`src/include/ihp_pkg.sv`:
```
// constants, state codes and helpers for the isdn host port pin block
// assumes a single 125 MHz clock; all pins are synchronised before use
package ihp_pkg;
  // timing
  localparam int CLK_PERIOD_NS = 8;
  localparam int SIDE_HOLD_NS = 1000;
  localparam int SIDE_HOLD_CYC = (SIDE_HOLD_NS + CLK_PERIOD_NS - 1) / CLK_PERIOD_NS;
  localparam int SIDE_CNT_W = 8;
  localparam logic [SIDE_CNT_W-1:0] SIDE_HOLD_LAST = SIDE_CNT_W'(SIDE_HOLD_CYC - 1);
  // synchroniser layout
  localparam int SYNC_W = 14;
  localparam int S_CMODE = 13;
  localparam int S_SIDE = 12;
  localparam int S_RW = 11;
  localparam int S_DS = 10;
  localparam int S_AS = 9;
  localparam int S_CS = 8;
  // apb map
  localparam logic [11:0] CTRL_OFFS = 12'h000;
  localparam logic [11:0] STAT_OFFS = 12'h004;
  localparam int CTRL_IRQFN_BIT = 0;
  localparam int ST_CMODE_BIT = 0;
  localparam int ST_CONV_BIT = 1;
  localparam int ST_NT_BIT = 2;
  localparam int ST_IRQ_BIT = 3;
  localparam int ST_GRANT_BIT = 4;
  localparam int ST_DCH_LSB = 8;
  localparam int ST_ACT_LSB = 12;
  // pin values
  localparam logic [7:0] BUS_OE_N_OFF = 8'hFF;
  localparam logic [7:0] BUS_OE_N_ON = 8'h00;
  localparam logic [7:0] BUS_OE_N_IS = 8'hFC;
  localparam logic [5:0] BUS_IS_PAD = 6'h00;
  // d-channel access states, one-hot
  typedef enum logic [3:0] {
    DCH_IDLE = 4'h1,
    DCH_WAIT = 4'h2,
    DCH_FLAG = 4'h4,
    DCH_GRANT = 4'h8
  } ihp_dch_state_t;
  // rising edge of a synchronised level
  function automatic logic ihp_rise(input logic prev, input logic cur);
    return cur & ~prev;
  endfunction
  // falling edge of a synchronised level
  function automatic logic ihp_fall(input logic prev, input logic cur);
    return prev & ~cur;
  endfunction
  // state code (first,second) -> bus bits {second, first}
  function automatic logic [1:0] ihp_is_encode(input logic [1:0] code);
    return {code[0], code[1]};
  endfunction
endpackage

```
`src/ihp_sync.sv`:
```
// two flip-flop level synchroniser for a group of pin inputs
// assumes the bits are independent levels; no bus coherence is implied
module ihp_sync #(
  parameter int W = 1
) (
  // clock and reset
  input wire logic pclk,
  input wire logic presetn,
  // levels
  input wire logic [W-1:0] d,
  output logic [W-1:0] q
);
  logic [W-1:0] meta_ff;

  // first stage feeds only the second
  always_ff @(posedge pclk or negedge presetn) begin
    if (!presetn) begin
      meta_ff <= '0;
      q <= '0;
    end else begin
      meta_ff <= d;
      q <= meta_ff;
    end
  end
endmodule // ihp_sync

```
`src/ihp_dch_arb.sv`:
```
// d-channel access contention for terminal-side controllerless use
// assumes the line core reports channel free, first flag zero and loss
module ihp_dch_arb (
  // clock and reset
  input wire logic pclk,
  input wire logic presetn,
  // request side
  input wire logic enable,
  input wire logic request,
  // line core
  input wire logic dchan_free,
  input wire logic flag_zero_sent,
  input wire logic dchan_lost,
  output logic send_flag,
  output logic idle_ones,
  output logic granted,
  output ihp_pkg::ihp_dch_state_t state
);
  import ihp_pkg::*;
  ihp_dch_state_t nxt_state;
  logic go;

  assign go = enable & request;

  // next state; dropping the request always returns to idle
  always_comb begin
    nxt_state = state;
    case (state)
      DCH_IDLE: if (go) nxt_state = dchan_free ? DCH_FLAG : DCH_WAIT;
      DCH_WAIT: begin
        if (!go) nxt_state = DCH_IDLE;
        else if (dchan_free) nxt_state = DCH_FLAG;
      end
      DCH_FLAG: begin
        if (!go) nxt_state = DCH_IDLE;
        else if (flag_zero_sent) nxt_state = DCH_GRANT;
      end
      DCH_GRANT: if (!go || dchan_lost) nxt_state = DCH_IDLE;
      default: nxt_state = DCH_IDLE;
    endcase
  end

  // state and registered outputs
  always_ff @(posedge pclk or negedge presetn) begin
    if (!presetn) begin
      state <= DCH_IDLE;
      send_flag <= 1'b0;
      granted <= 1'b0;
      idle_ones <= 1'b0;
    end else begin
      state <= nxt_state;
      send_flag <= (nxt_state == DCH_FLAG) && (state != DCH_FLAG);
      granted <= (nxt_state == DCH_GRANT);
      idle_ones <= enable & ~request;
    end
  end
endmodule // ihp_dch_arb

```
`src/ihp_host_port.sv`:
```
// shared-pin control of an isdn s/t transceiver: processor host port
// in controller mode, control inputs and status outputs otherwise
// assumes pins are asynchronous to pclk and strobes last several cycles
//
// Functional notes
// - mode select high gives host port; low gives controllerless pins
// - strobe-plus-direction: direction high reads, low writes
// - separate strobes: direction pin is write strobe, data strobe is read strobe
// - strobe-plus-direction: data strobe high marks write data or read drive
// - strobe-plus-direction: address taken on falling address strobe
// - host cycles are answered only while chip select is low
// - rising address strobe picks convention from data strobe; reset picks strobe-plus-direction
// - interrupt pin holds on unmasked hdlc event until status register read
// - function bit set makes that pin an active-low new-data flag
// - network controllerless: timing input low fixed timing, high adaptive
// - d-in-b1 high routes all eight d bits via b1 slot
// - d-in-b1 active sends marks in the line d-channel
// - control source select low takes serial channel, high takes pins
// - serial source ignores control pins, status outputs stay valid
// - request sends opening flag at once if free, else waits
// - request low sends continuous ones in the d-channel
// - acknowledge asserts after access won and first flag zero sent
// - state pins encode activation state per side as tabled
module ihp_host_port #(
  parameter logic [7:0] HDLC_ISR_ADDR = 8'h00
) (
  // clock and reset
  input wire logic pclk,
  input wire logic presetn,
  // apb slave
  input wire logic psel,
  input wire logic penable,
  input wire logic pwrite,
  input wire logic [11:0] paddr,
  input wire logic [31:0] pwdata,
  output logic [31:0] prdata,
  output logic pready,
  output logic pslverr,
  // mode pins
  input wire logic ctrl_mode_select,
  input wire logic side_clock_select,
  // shared strobe pins
  input wire logic rw_strobe,
  input wire logic data_strobe_in,
  input wire logic address_strobe_in,
  input wire logic chip_select_n,
  // multiplexed bus, three signals
  input wire logic [7:0] mux_addr_data_bus_pin,
  output logic [7:0] mux_addr_data_bus_drv,
  output logic [7:0] mux_addr_data_bus_oe_n,
  // open-drain interrupt / new data / acknowledge pin
  output logic irq_pin_drv,
  output logic irq_pin_oe_n,
  // host register access toward the core
  input wire logic [7:0] hp_rdata,
  output logic [7:0] hp_addr,
  output logic [7:0] hp_wdata,
  output logic hp_wr,
  output logic hp_rd,
  // core events and state
  input wire logic hdlc_irq_event,
  input wire logic rx_data_avail,
  input wire logic [1:0] act_state_code,
  input wire logic [2:0] serial_ctrl,
  input wire logic dchan_free,
  input wire logic flag_zero_sent,
  input wire logic dchan_lost,
  // controls toward the core
  output logic side_is_nt,
  output logic control_from_serial,
  output logic fixed_timing_en,
  output logic high_priority,
  output logic d_in_b1_route,
  output logic dchan_marks,
  output logic dchan_idle_ones,
  output logic dchan_send_flag,
  output logic dchan_access_granted
);
  import ihp_pkg::*;

  logic [SYNC_W-1:0] s;
  logic [SYNC_W-1:0] prev_ff;
  logic cmode, as_rise, as_fall, rd_act, wr_act, isr_read, req_eff;
  logic [2:0] eff_ctrl;
  logic [SIDE_CNT_W-1:0] side_cnt_ff;
  logic conv_sep_ff, rd_act_ff, wr_act_ff, irq_pend_ff, irq_fn_ff;
  logic apb_acc, ctrl_hit, stat_hit;
  ihp_dch_state_t dch_state;

  // every pin passes two flops before any logic sees it
  ihp_sync #(.W(SYNC_W)) u_sync (
    .pclk(pclk),
    .presetn(presetn),
    .d({ctrl_mode_select, side_clock_select, rw_strobe, data_strobe_in,
        address_strobe_in, chip_select_n, mux_addr_data_bus_pin}),
    .q(s)
  );

  // previous synchronised levels for edge detection
  always_ff @(posedge pclk or negedge presetn) begin
    if (!presetn) prev_ff <= '0;
    else prev_ff <= s;
  end

  assign cmode = s[S_CMODE];
  assign as_rise = cmode & ihp_rise(prev_ff[S_AS], s[S_AS]);
  assign as_fall = cmode & ihp_fall(prev_ff[S_AS], s[S_AS]);

  // side select: a level held high is network side, a clock is terminal
  always_ff @(posedge pclk or negedge presetn) begin
    if (!presetn) begin
      side_cnt_ff <= '0;
      side_is_nt <= 1'b0;
    end else if (s[S_SIDE] != prev_ff[S_SIDE]) begin
      side_cnt_ff <= '0;
      side_is_nt <= 1'b0;
    end else begin
      if (side_cnt_ff != SIDE_HOLD_LAST) side_cnt_ff <= side_cnt_ff + 1'b1;
      side_is_nt <= (side_cnt_ff == SIDE_HOLD_LAST) & s[S_SIDE];
    end
  end

  // bus convention is re-chosen on every rising address strobe in controller mode
  always_ff @(posedge pclk or negedge presetn) begin
    if (!presetn) conv_sep_ff <= 1'b0;
    else if (as_rise) conv_sep_ff <= s[S_DS];
  end

  // address latch; both conventions latch on the falling strobe
  always_ff @(posedge pclk or negedge presetn) begin
    if (!presetn) hp_addr <= '0;
    else if (as_fall) hp_addr <= s[7:0];
  end

  // access decode, gated by chip select
  always_comb begin
    if (conv_sep_ff) begin
      rd_act = ~s[S_DS];
      wr_act = ~s[S_RW];
    end else begin
      rd_act = s[S_DS] & s[S_RW];
      wr_act = s[S_DS] & ~s[S_RW];
    end
    rd_act = rd_act & cmode & ~s[S_CS];
    wr_act = wr_act & cmode & ~s[S_CS];
  end

  // read pulse at start, write pulse at end once data has settled
  always_ff @(posedge pclk or negedge presetn) begin
    if (!presetn) begin
      rd_act_ff <= 1'b0;
      wr_act_ff <= 1'b0;
      hp_rd <= 1'b0;
      hp_wr <= 1'b0;
      hp_wdata <= '0;
    end else begin
      rd_act_ff <= rd_act;
      wr_act_ff <= wr_act;
      hp_rd <= rd_act & ~rd_act_ff;
      hp_wr <= wr_act_ff & ~wr_act;
      if (wr_act) hp_wdata <= s[7:0];
    end
  end

  // bus pins: read data in controller mode, state code otherwise
  always_ff @(posedge pclk or negedge presetn) begin
    if (!presetn) begin
      mux_addr_data_bus_drv <= '0;
      mux_addr_data_bus_oe_n <= BUS_OE_N_OFF;
    end else if (cmode) begin
      mux_addr_data_bus_drv <= hp_rdata;
      mux_addr_data_bus_oe_n <= rd_act ? BUS_OE_N_ON : BUS_OE_N_OFF;
    end else begin
      mux_addr_data_bus_drv <= {BUS_IS_PAD, ihp_is_encode(act_state_code)};
      mux_addr_data_bus_oe_n <= BUS_OE_N_IS;
    end
  end

  assign isr_read = hp_rd & (hp_addr == HDLC_ISR_ADDR);

  // sticky interrupt; a new event wins over the clearing read
  always_ff @(posedge pclk or negedge presetn) begin
    if (!presetn) irq_pend_ff <= 1'b0;
    else if (hdlc_irq_event) irq_pend_ff <= 1'b1;
    else if (isr_read) irq_pend_ff <= 1'b0;
  end

  // open-drain pin: only the enable moves, the driven level is low
  always_ff @(posedge pclk or negedge presetn) begin
    if (!presetn) begin
      irq_pin_drv <= 1'b0;
      irq_pin_oe_n <= 1'b1;
    end else begin
      irq_pin_drv <= 1'b0;
      if (cmode) irq_pin_oe_n <= irq_fn_ff ? ~rx_data_avail : ~irq_pend_ff;
      else irq_pin_oe_n <= side_is_nt | ~dchan_access_granted;
    end
  end

  // control source: serial channel or dedicated pins
  assign eff_ctrl = control_from_serial ? serial_ctrl
                  : {s[S_CS], s[S_DS], s[S_RW]};
  assign req_eff = ~cmode & ~side_is_nt & eff_ctrl[2];

  // controllerless controls toward the core
  always_ff @(posedge pclk or negedge presetn) begin
    if (!presetn) begin
      control_from_serial <= 1'b0;
      fixed_timing_en <= 1'b0;
      high_priority <= 1'b0;
      d_in_b1_route <= 1'b0;
      dchan_marks <= 1'b0;
    end else begin
      control_from_serial <= ~cmode & ~s[S_AS];
      fixed_timing_en <= ~cmode & side_is_nt & ~eff_ctrl[0];
      high_priority <= ~cmode & ~side_is_nt & eff_ctrl[0];
      d_in_b1_route <= ~cmode & eff_ctrl[1];
      dchan_marks <= ~cmode & eff_ctrl[1];
    end
  end

  // d-channel contention, terminal side only
  ihp_dch_arb u_dch (
    .pclk(pclk),
    .presetn(presetn),
    .enable(~cmode & ~side_is_nt),
    .request(req_eff),
    .dchan_free(dchan_free),
    .flag_zero_sent(flag_zero_sent),
    .dchan_lost(dchan_lost),
    .send_flag(dchan_send_flag),
    .idle_ones(dchan_idle_ones),
    .granted(dchan_access_granted),
    .state(dch_state)
  );

  // apb: answer in the first access cycle, zero wait states
  assign apb_acc = psel & penable & pready;
  assign ctrl_hit = (paddr == CTRL_OFFS);
  assign stat_hit = (paddr == STAT_OFFS);

  always_ff @(posedge pclk or negedge presetn) begin
    if (!presetn) begin
      pready <= 1'b0;
      pslverr <= 1'b0;
      prdata <= '0;
    end else begin
      pready <= psel & ~penable;
      pslverr <= psel & ~penable & ~(ctrl_hit | stat_hit);
      prdata <= '0;
      if (psel && !penable && !pwrite && ctrl_hit) prdata[CTRL_IRQFN_BIT] <= irq_fn_ff;
      if (psel && !penable && !pwrite && stat_hit) begin
        prdata[ST_CMODE_BIT] <= cmode;
        prdata[ST_CONV_BIT] <= conv_sep_ff;
        prdata[ST_NT_BIT] <= side_is_nt;
        prdata[ST_IRQ_BIT] <= irq_pend_ff;
        prdata[ST_GRANT_BIT] <= dchan_access_granted;
        prdata[ST_DCH_LSB +: 4] <= dch_state;
        prdata[ST_ACT_LSB +: 2] <= act_state_code;
      end
    end
  end

  // control register: pin function bit
  always_ff @(posedge pclk or negedge presetn) begin
    if (!presetn) irq_fn_ff <= 1'b0;
    else if (apb_acc && pwrite && ctrl_hit) irq_fn_ff <= pwdata[CTRL_IRQFN_BIT];
  end
endmodule // ihp_host_port

```
`config.mk`:
```
export PLATFORM = sky130hd
export DESIGN_NAME = ihp_host_port
export DESIGN_NICKNAME = d
export VERILOG_FILES = /design/src/include/ihp_pkg.sv /design/src/ihp_sync.sv /design/src/ihp_dch_arb.sv /design/src/ihp_host_port.sv
export SDC_FILE = /design/constraint.sdc
export NUM_CORES = 1
export LEC_CHECK = 0
export BUFFER_PORTS_ARGS = -buffer_cell sky130_fd_sc_hd__buf_2
export CELL_PAD_IN_SITES_DETAIL_PLACEMENT = 0
export CELL_PAD_IN_SITES_GLOBAL_PLACEMENT = 1
export CORE_MARGIN = 3
export CORE_UTILIZATION = 41
export CTS_BUF_LIST = sky130_fd_sc_hd__clkbuf_4
export CTS_CLUSTER_SIZE = 25
export DETAILED_ROUTE_END_ITERATION = 8
export PLACE_DENSITY = 0.87
export SLEW_MARGIN = 20
export SYNTH_ARGS = -nofsm -noshare
export SYNTH_HDL_FRONTEND = slang
export SYNTH_SLANG_ARGS = --single-unit
```
`constraint.sdc`:
```
create_clock -name pclk -period 3 [get_ports pclk]
set_input_delay 0.6 -clock pclk [delete_from_list [all_inputs] [get_ports pclk]]
set_output_delay 0.6 -clock pclk [all_outputs]
set_load 0.01 [all_outputs]
```
* After elaboration in Yosys (flattened, before gate mapping)
Index checks and enable logic that the tools add are counted.
** Word-level totals
- Logic and storage cells :: 124
- Input bits :: 81
- Output and inout bits :: 79
- Flip-flop bits (word level) :: 114
** Operators by class
- Eq/ne operators :: 11
- Reduce and logical (&&, ||, !) cells :: 15
- Add/sub/neg operators :: 1
- Mux-type cells :: 24
- Bitwise logic cells :: 45
** Operators with widths (count)
- 8-bit 2-to-1 mux :: 5
- 1-bit AND :: 27
- 4-bit 2-to-1 mux :: 6
- 1-bit inverter :: 16
- 4-bit case mux with 4 select lines :: 1
- 12-bit by 3-bit equality test with 1-bit output, second input constant :: 1
- 12-bit zero test :: 1
- 8-bit by 1-bit adder with 8-bit output, second input constant :: 1
- 4-bit by 3-bit equality test with 1-bit output, second input constant :: 2
- 4-bit equality test, second input constant :: 2
- 8-bit by 7-bit equality test with 1-bit output, second input constant :: 1
- 8-bit zero test :: 1
- 1-bit 2-to-1 mux :: 8
- 8-bit by 7-bit != test with 1-bit output, second input constant :: 1
- 1-bit logical AND :: 7
- 3-bit 2-to-1 mux :: 2
- 6-bit 2-to-1 mux :: 1
- 5-bit 2-to-1 mux :: 1
- 4-bit by 1-bit equality test with 1-bit output, second input constant :: 1
- 4-bit by 2-bit equality test with 1-bit output, second input constant :: 1
- 4-bit by 3-bit != test with 1-bit output, second input constant :: 1
- 2-bit nonzero test :: 2
- 1-bit zero test :: 3
- 1-bit OR :: 2
- other kinds (2) :: 2

* Logic depth before layout (Yosys ltp)
- Word-level depth :: 10
- Gate-level depth with buffers :: 5
- Gate-level depth less buffers :: 5

* Modules after synthesis
From an unflattened synthesis, not the netlist that was laid out.
** Second synthesis, totals
- Cells, all modules :: 283
- Area total of the unflattened synthesis :: 3751.1 µm²
** By module, submodules not included
- ihp_host_port :: area an instance 2736.4 µm², times used 1, sequential area each 1555.2 µm², cells an instance 227
- ihp_sync :: area an instance 700.7 µm², times used 1, sequential area each 700.7 µm², cells an instance 28
- ihp_dch_arb :: area an instance 314.1 µm², times used 1, sequential area each 176.4 µm², cells an instance 28

* Least setup slack after synthesis
Ideal clock, no wire load.
- Path type :: in2reg
- From :: input paddr[5]
- To :: register irq_fn_ff
- Data required time :: 2.875 ns
- Arrival :: 1.410 ns
- Cell stages on the path :: 3
- Setup time :: 0.125 ns
- Path buffers :: 0
- Setup slack :: 1.466 ns
- Path through :: nor4_2 nand4_1 mux2_2
** On the way
- Cells in the longest elaborated chain, start to end :: 2
** Ends and longest elaborated chain
- from (decl) :: line ihp_host_port.sv:34 : input wire logic [11:0] paddr,
- 12-bit zero test :: line ihp_host_port.sv:239 : assign ctrl_hit = (paddr == CTRL_OFFS);
- 1-bit logical AND :: line ihp_host_port.sv:267 : else if (apb_acc && pwrite && ctrl_hit) irq_fn_ff <= pwdata[CTRL_IRQFN_BIT];
- to (signal assigned) :: line ihp_host_port.sv:267
- to (decl) :: line ihp_host_port.sv:86 : logic conv_sep_ff, rd_act_ff, wr_act_ff, irq_pend_ff, irq_fn_ff;
Every way passes these cells.
A chain may end at the register's enable or synchronous reset.

* Worst setup path in the final report
- From :: register u_sync.q[13]
- To :: register hp_wdata[0]
** On the way
- Cells in the longest elaborated chain, start to end :: 2
** Ends and longest elaborated chain
- from (decl) :: line ihp_sync.sv:11 : output logic [W-1:0] q
- from (signal assigned) :: line ihp_sync.sv:22 : q <= meta_ff;
- 1-bit AND (2 in a row) :: line ihp_host_port.sv:145 : wr_act = wr_act & cmode & ~s[S_CS];
- to (signal assigned) :: line ihp_host_port.sv:161 : if (wr_act) hp_wdata <= s[7:0];
- to (decl) :: line ihp_host_port.sv:57 : output logic [7:0] hp_wdata,
Every way passes these cells.

==> run_results.csv <==
group,metric,value,unit
timing,slew_violations,0,
timing,finalCritPeriodShare,0.6027,
pwr,power.density,552.8,nW/um2
worst_setup_path,cp_cell_sequence,"buf_4 -> nand2b_1 -> or3_1 -> mux2_4",
cts,cts_resized,0,
cells_and_area,drive_gt1_frac,0.3794,
drt,totalWireLength,7035,um
worst_setup_path,r2r_slack,1.19,ns
logic_synthesis,synth_common_cells,"dfrtp_1 (93), buf_4 (29), nor3_1 (18)",
logic_synthesis,syn_inst,289,
worst_setup_path,end_kind,"flop",
timing,fin_setup_tns,0,ns
timing,finalWorstPathRequiredPeriod,1.808,ns
worst_setup_path,cpPeakStageDelay,0.64,ns
pwr,p_sw_frac,0.2778,
worst_setup_path,arrival,2.13,ns
floorplan,io_pins,160,
cts,cts_tree,"done",
grt,grt_pass1_vias,2443,
pwr,p_seq_frac,0.604,
timing,fin_ws,1.192,ns
drt,drt_iter0_markers,66,
worst_setup_path,reg2reg_from,"u_sync.q[13]",
pwr,p_leak,2.226,nW
hold_path,hold_path.class,"in2async",
logic_synthesis,ys_ff_latch,97,
worst_setup_path,path_max_fanout,21,
worst_setup_path,crit_type,"reg2reg",
logic_synthesis,yosys.cell_types.count,44,
cts,clockBufferDepth,2,
floorplan,core-area,8806,um2
cts,cts.sinks,97,
logic_synthesis,netlist_area,3757,um2
logic_synthesis,synthTopCellsByArea,"dfrtp_1 (62%), buf_4 (5.8%), mux2_2 (3.6%)",
place,gp_congestion,0.7958,
cts,ctsHoldBuffers,0,
floorplan,die_area,10350,um2
timing,setup_viol,0,
drt,viasPerCell,4.879,
cts,numCtsBuffers,9,
pwr,clock_power_share,0.258,
cts,clk_pin_slew_worst_paths,0.15,ns
grt,grt_pass1_wl,11540,um
pwr,total_power,2.435,mW
grt,grt_use_total,0.1449,
cells_and_area,fin_nets,476,
cells_and_area,syn_to_final_growth,17.25,%
timing,worst_pin_slew,0.6412,ns
grt,grt_max_degree,53,
cts,clkLatencyLatePin,0.44,ns
cts,postCtsSetupBuffers,0,
logic_synthesis,synth_area_leader_cell,"dfrtp_1",
worst_setup_path,r2r-end,"hp_wdata[0]",
logic_synthesis,synth_top_area_share,0.6194,
worst_setup_path,worst-path-buf-inv,1,
timing,hold_violations,0,
cts,cts-htree-levels,3,
logic_synthesis,ys.flop_type,"dfrtp_1",
logic_synthesis,ys_seq_area_frac,0.6474,
logic_synthesis,avgSynthCellArea,13.00,um2
timing,skew,0.01472,ns
place,dp.cells,490,
logic_synthesis,ys_warn_count,0,
timing,grt_setup_unrepaired,"false",
logic_synthesis,ys_async_sr_fraction,1.000,
worst_setup_path,critPathSlowestCell,"or3_1",
place,hpwl,5348,um
pwr,intPower,1.759,mW
worst_setup_path,crit_path_start_kind,"flop",
drt,final_antenna_net_count,0,
logic_synthesis,synth.most_common_cell,"dfrtp_1",
timing,maxSlewHeadroom,0.5726,
floorplan,start_util,0.4267,
pwr,peakVddDrop,0.2359,mV
cts,cts_root_buffer,"clkbuf_4",
place,port_buffers,106,
drt,post_drt_wl_per_cell,13.90,um
grt,grt.overflow.total,0,
worst_setup_path,cp.required,3.33,ns
cells_and_area,fin_cells,506,
floorplan,die_w,101.7,um
pwr,p_switching,0.6766,mW
drt,via_count,2469,
run,drv_cap,0,
cells_and_area,utilization,0.5003,
floorplan,die_h,101.7,um
cells_and_area,antenna_cells,0,
pwr,comb_power_share,0.139,
status,outcome,"finished clean",
worst_setup_path,r2r_cells,4,
floorplan,num_rows,34,
drt,dr.pass1.iters,4,
timing,fmax,553.1,MHz
place,post-place-ws,1.167,ns
worst_setup_path,critPathTopFamily,"simple AND/OR/NAND/NOR gates",
logic_synthesis,synth-edff-count,0,
grt,antenna_found_initial,0,
drt,route.detailed.drc,0,
==> layout make-up <==
| cell class | instances | area, um2 |
|---|---|---|
| fillers | 795 | 4400 |
| clock inverters | 6 | 50.05 |
| well taps | 108 | 135.1 |
| inverters | 16 | 60.06 |
| repair buffers | 108 | 560.5 |
| flip-flops and latches | 97 | 2432 |
| clock buffers | 10 | 75.07 |
| multi-input cells | 161 | 1092 |
==> metal layers <==
metal,wire [um],up-vias,track usage
met4,116,0,0.05317
met2,3522,85,0.2480
li1,-,1167,-
met3,426,11,0.03857
met1,2969,1206,0.1760
met5,0,-,0
==> cells in the final DEF, fill, tap and decap left out, types with 6 or more instances in the layout <==
cell type,count
a21oi_1,6
and2_1,9
buf_2,105
clkbuf_4,10
conb_1,22
dfrtp_1,93
inv_1,15
mux2_2,12
mux2_4,8
nand2_1,10
nand3_1,6
nor2_1,6
nor3_1,18
o21ai_0,11
==> flip-flops by register name (all words and copies together), names as in the netlist, 2 cells and up <==
register	count
mux_addr_data_bus_drv	8
u_sync.meta_ff	14
u_dch.state	4
hp_wdata	8
prdata	11
hp_addr	8
side_cnt_ff	8
prev_ff	2
u_sync.q	14
mux_addr_data_bus_oe_n	2
==> power by group through the flow <==
| stage | combinational [mW] | clock (mW) | sequential, mW |
|---|---|---|---|
| detailed placement | 0.344 | 0 | 1.50 |
| CTS | 0.345 | 0.658 | 1.47 |
| floorplan | 0.185 | 0 | 1.51 |
| global placement | 0.335 | 0 | 1.49 |
| global route | 0.379 | 0.706 | 1.49 |
| finish | 0.338 | 0.628 | 1.47 |
==> metrics by stage <==
stage | hold slack [ns] | cell area, um2
detailed placement | 0.3379 | 4280
floorplan | 0.3044 | 3836
global route | 0.1341 | 4405
CTS | 0.1244 | 4405
global placement | 0.3324 | 4280
finish | 0.1267 | 4405
==> logic make-up after synthesis <==
group	after synthesis	share of synthesized area
AND/OR/NAND/NOR	81	0.1289
AO/OA/AOI/OAI	30	0.05062
flip-flops	97	0.6474
buffers and inverters	52	0.08291
XOR/XNOR	4	0.009326
other	1	0.0009980
multiplexers	22	0.07326
adder cells (fa/ha/maj)	2	0.006659
==> how the worst max path moves through the flow <==
stage                             from     endpoint  slack (ns)  depth (start not counted)
final                     u_sync.q[13]  hp_wdata[0]        1.19                          4
after global routing      u_sync.q[13]  hp_wdata[0]        1.07                          4
after floorplan               paddr[5]    irq_fn_ff        1.47                          3
after CTS                 u_sync.q[13]  hp_wdata[0]        1.17                          4
after global placement        paddr[5]   prdata[11]        1.20                          4
after detailed placement      paddr[9]   prdata[11]        1.17                          4
Power figures use the tool's default switching activity.
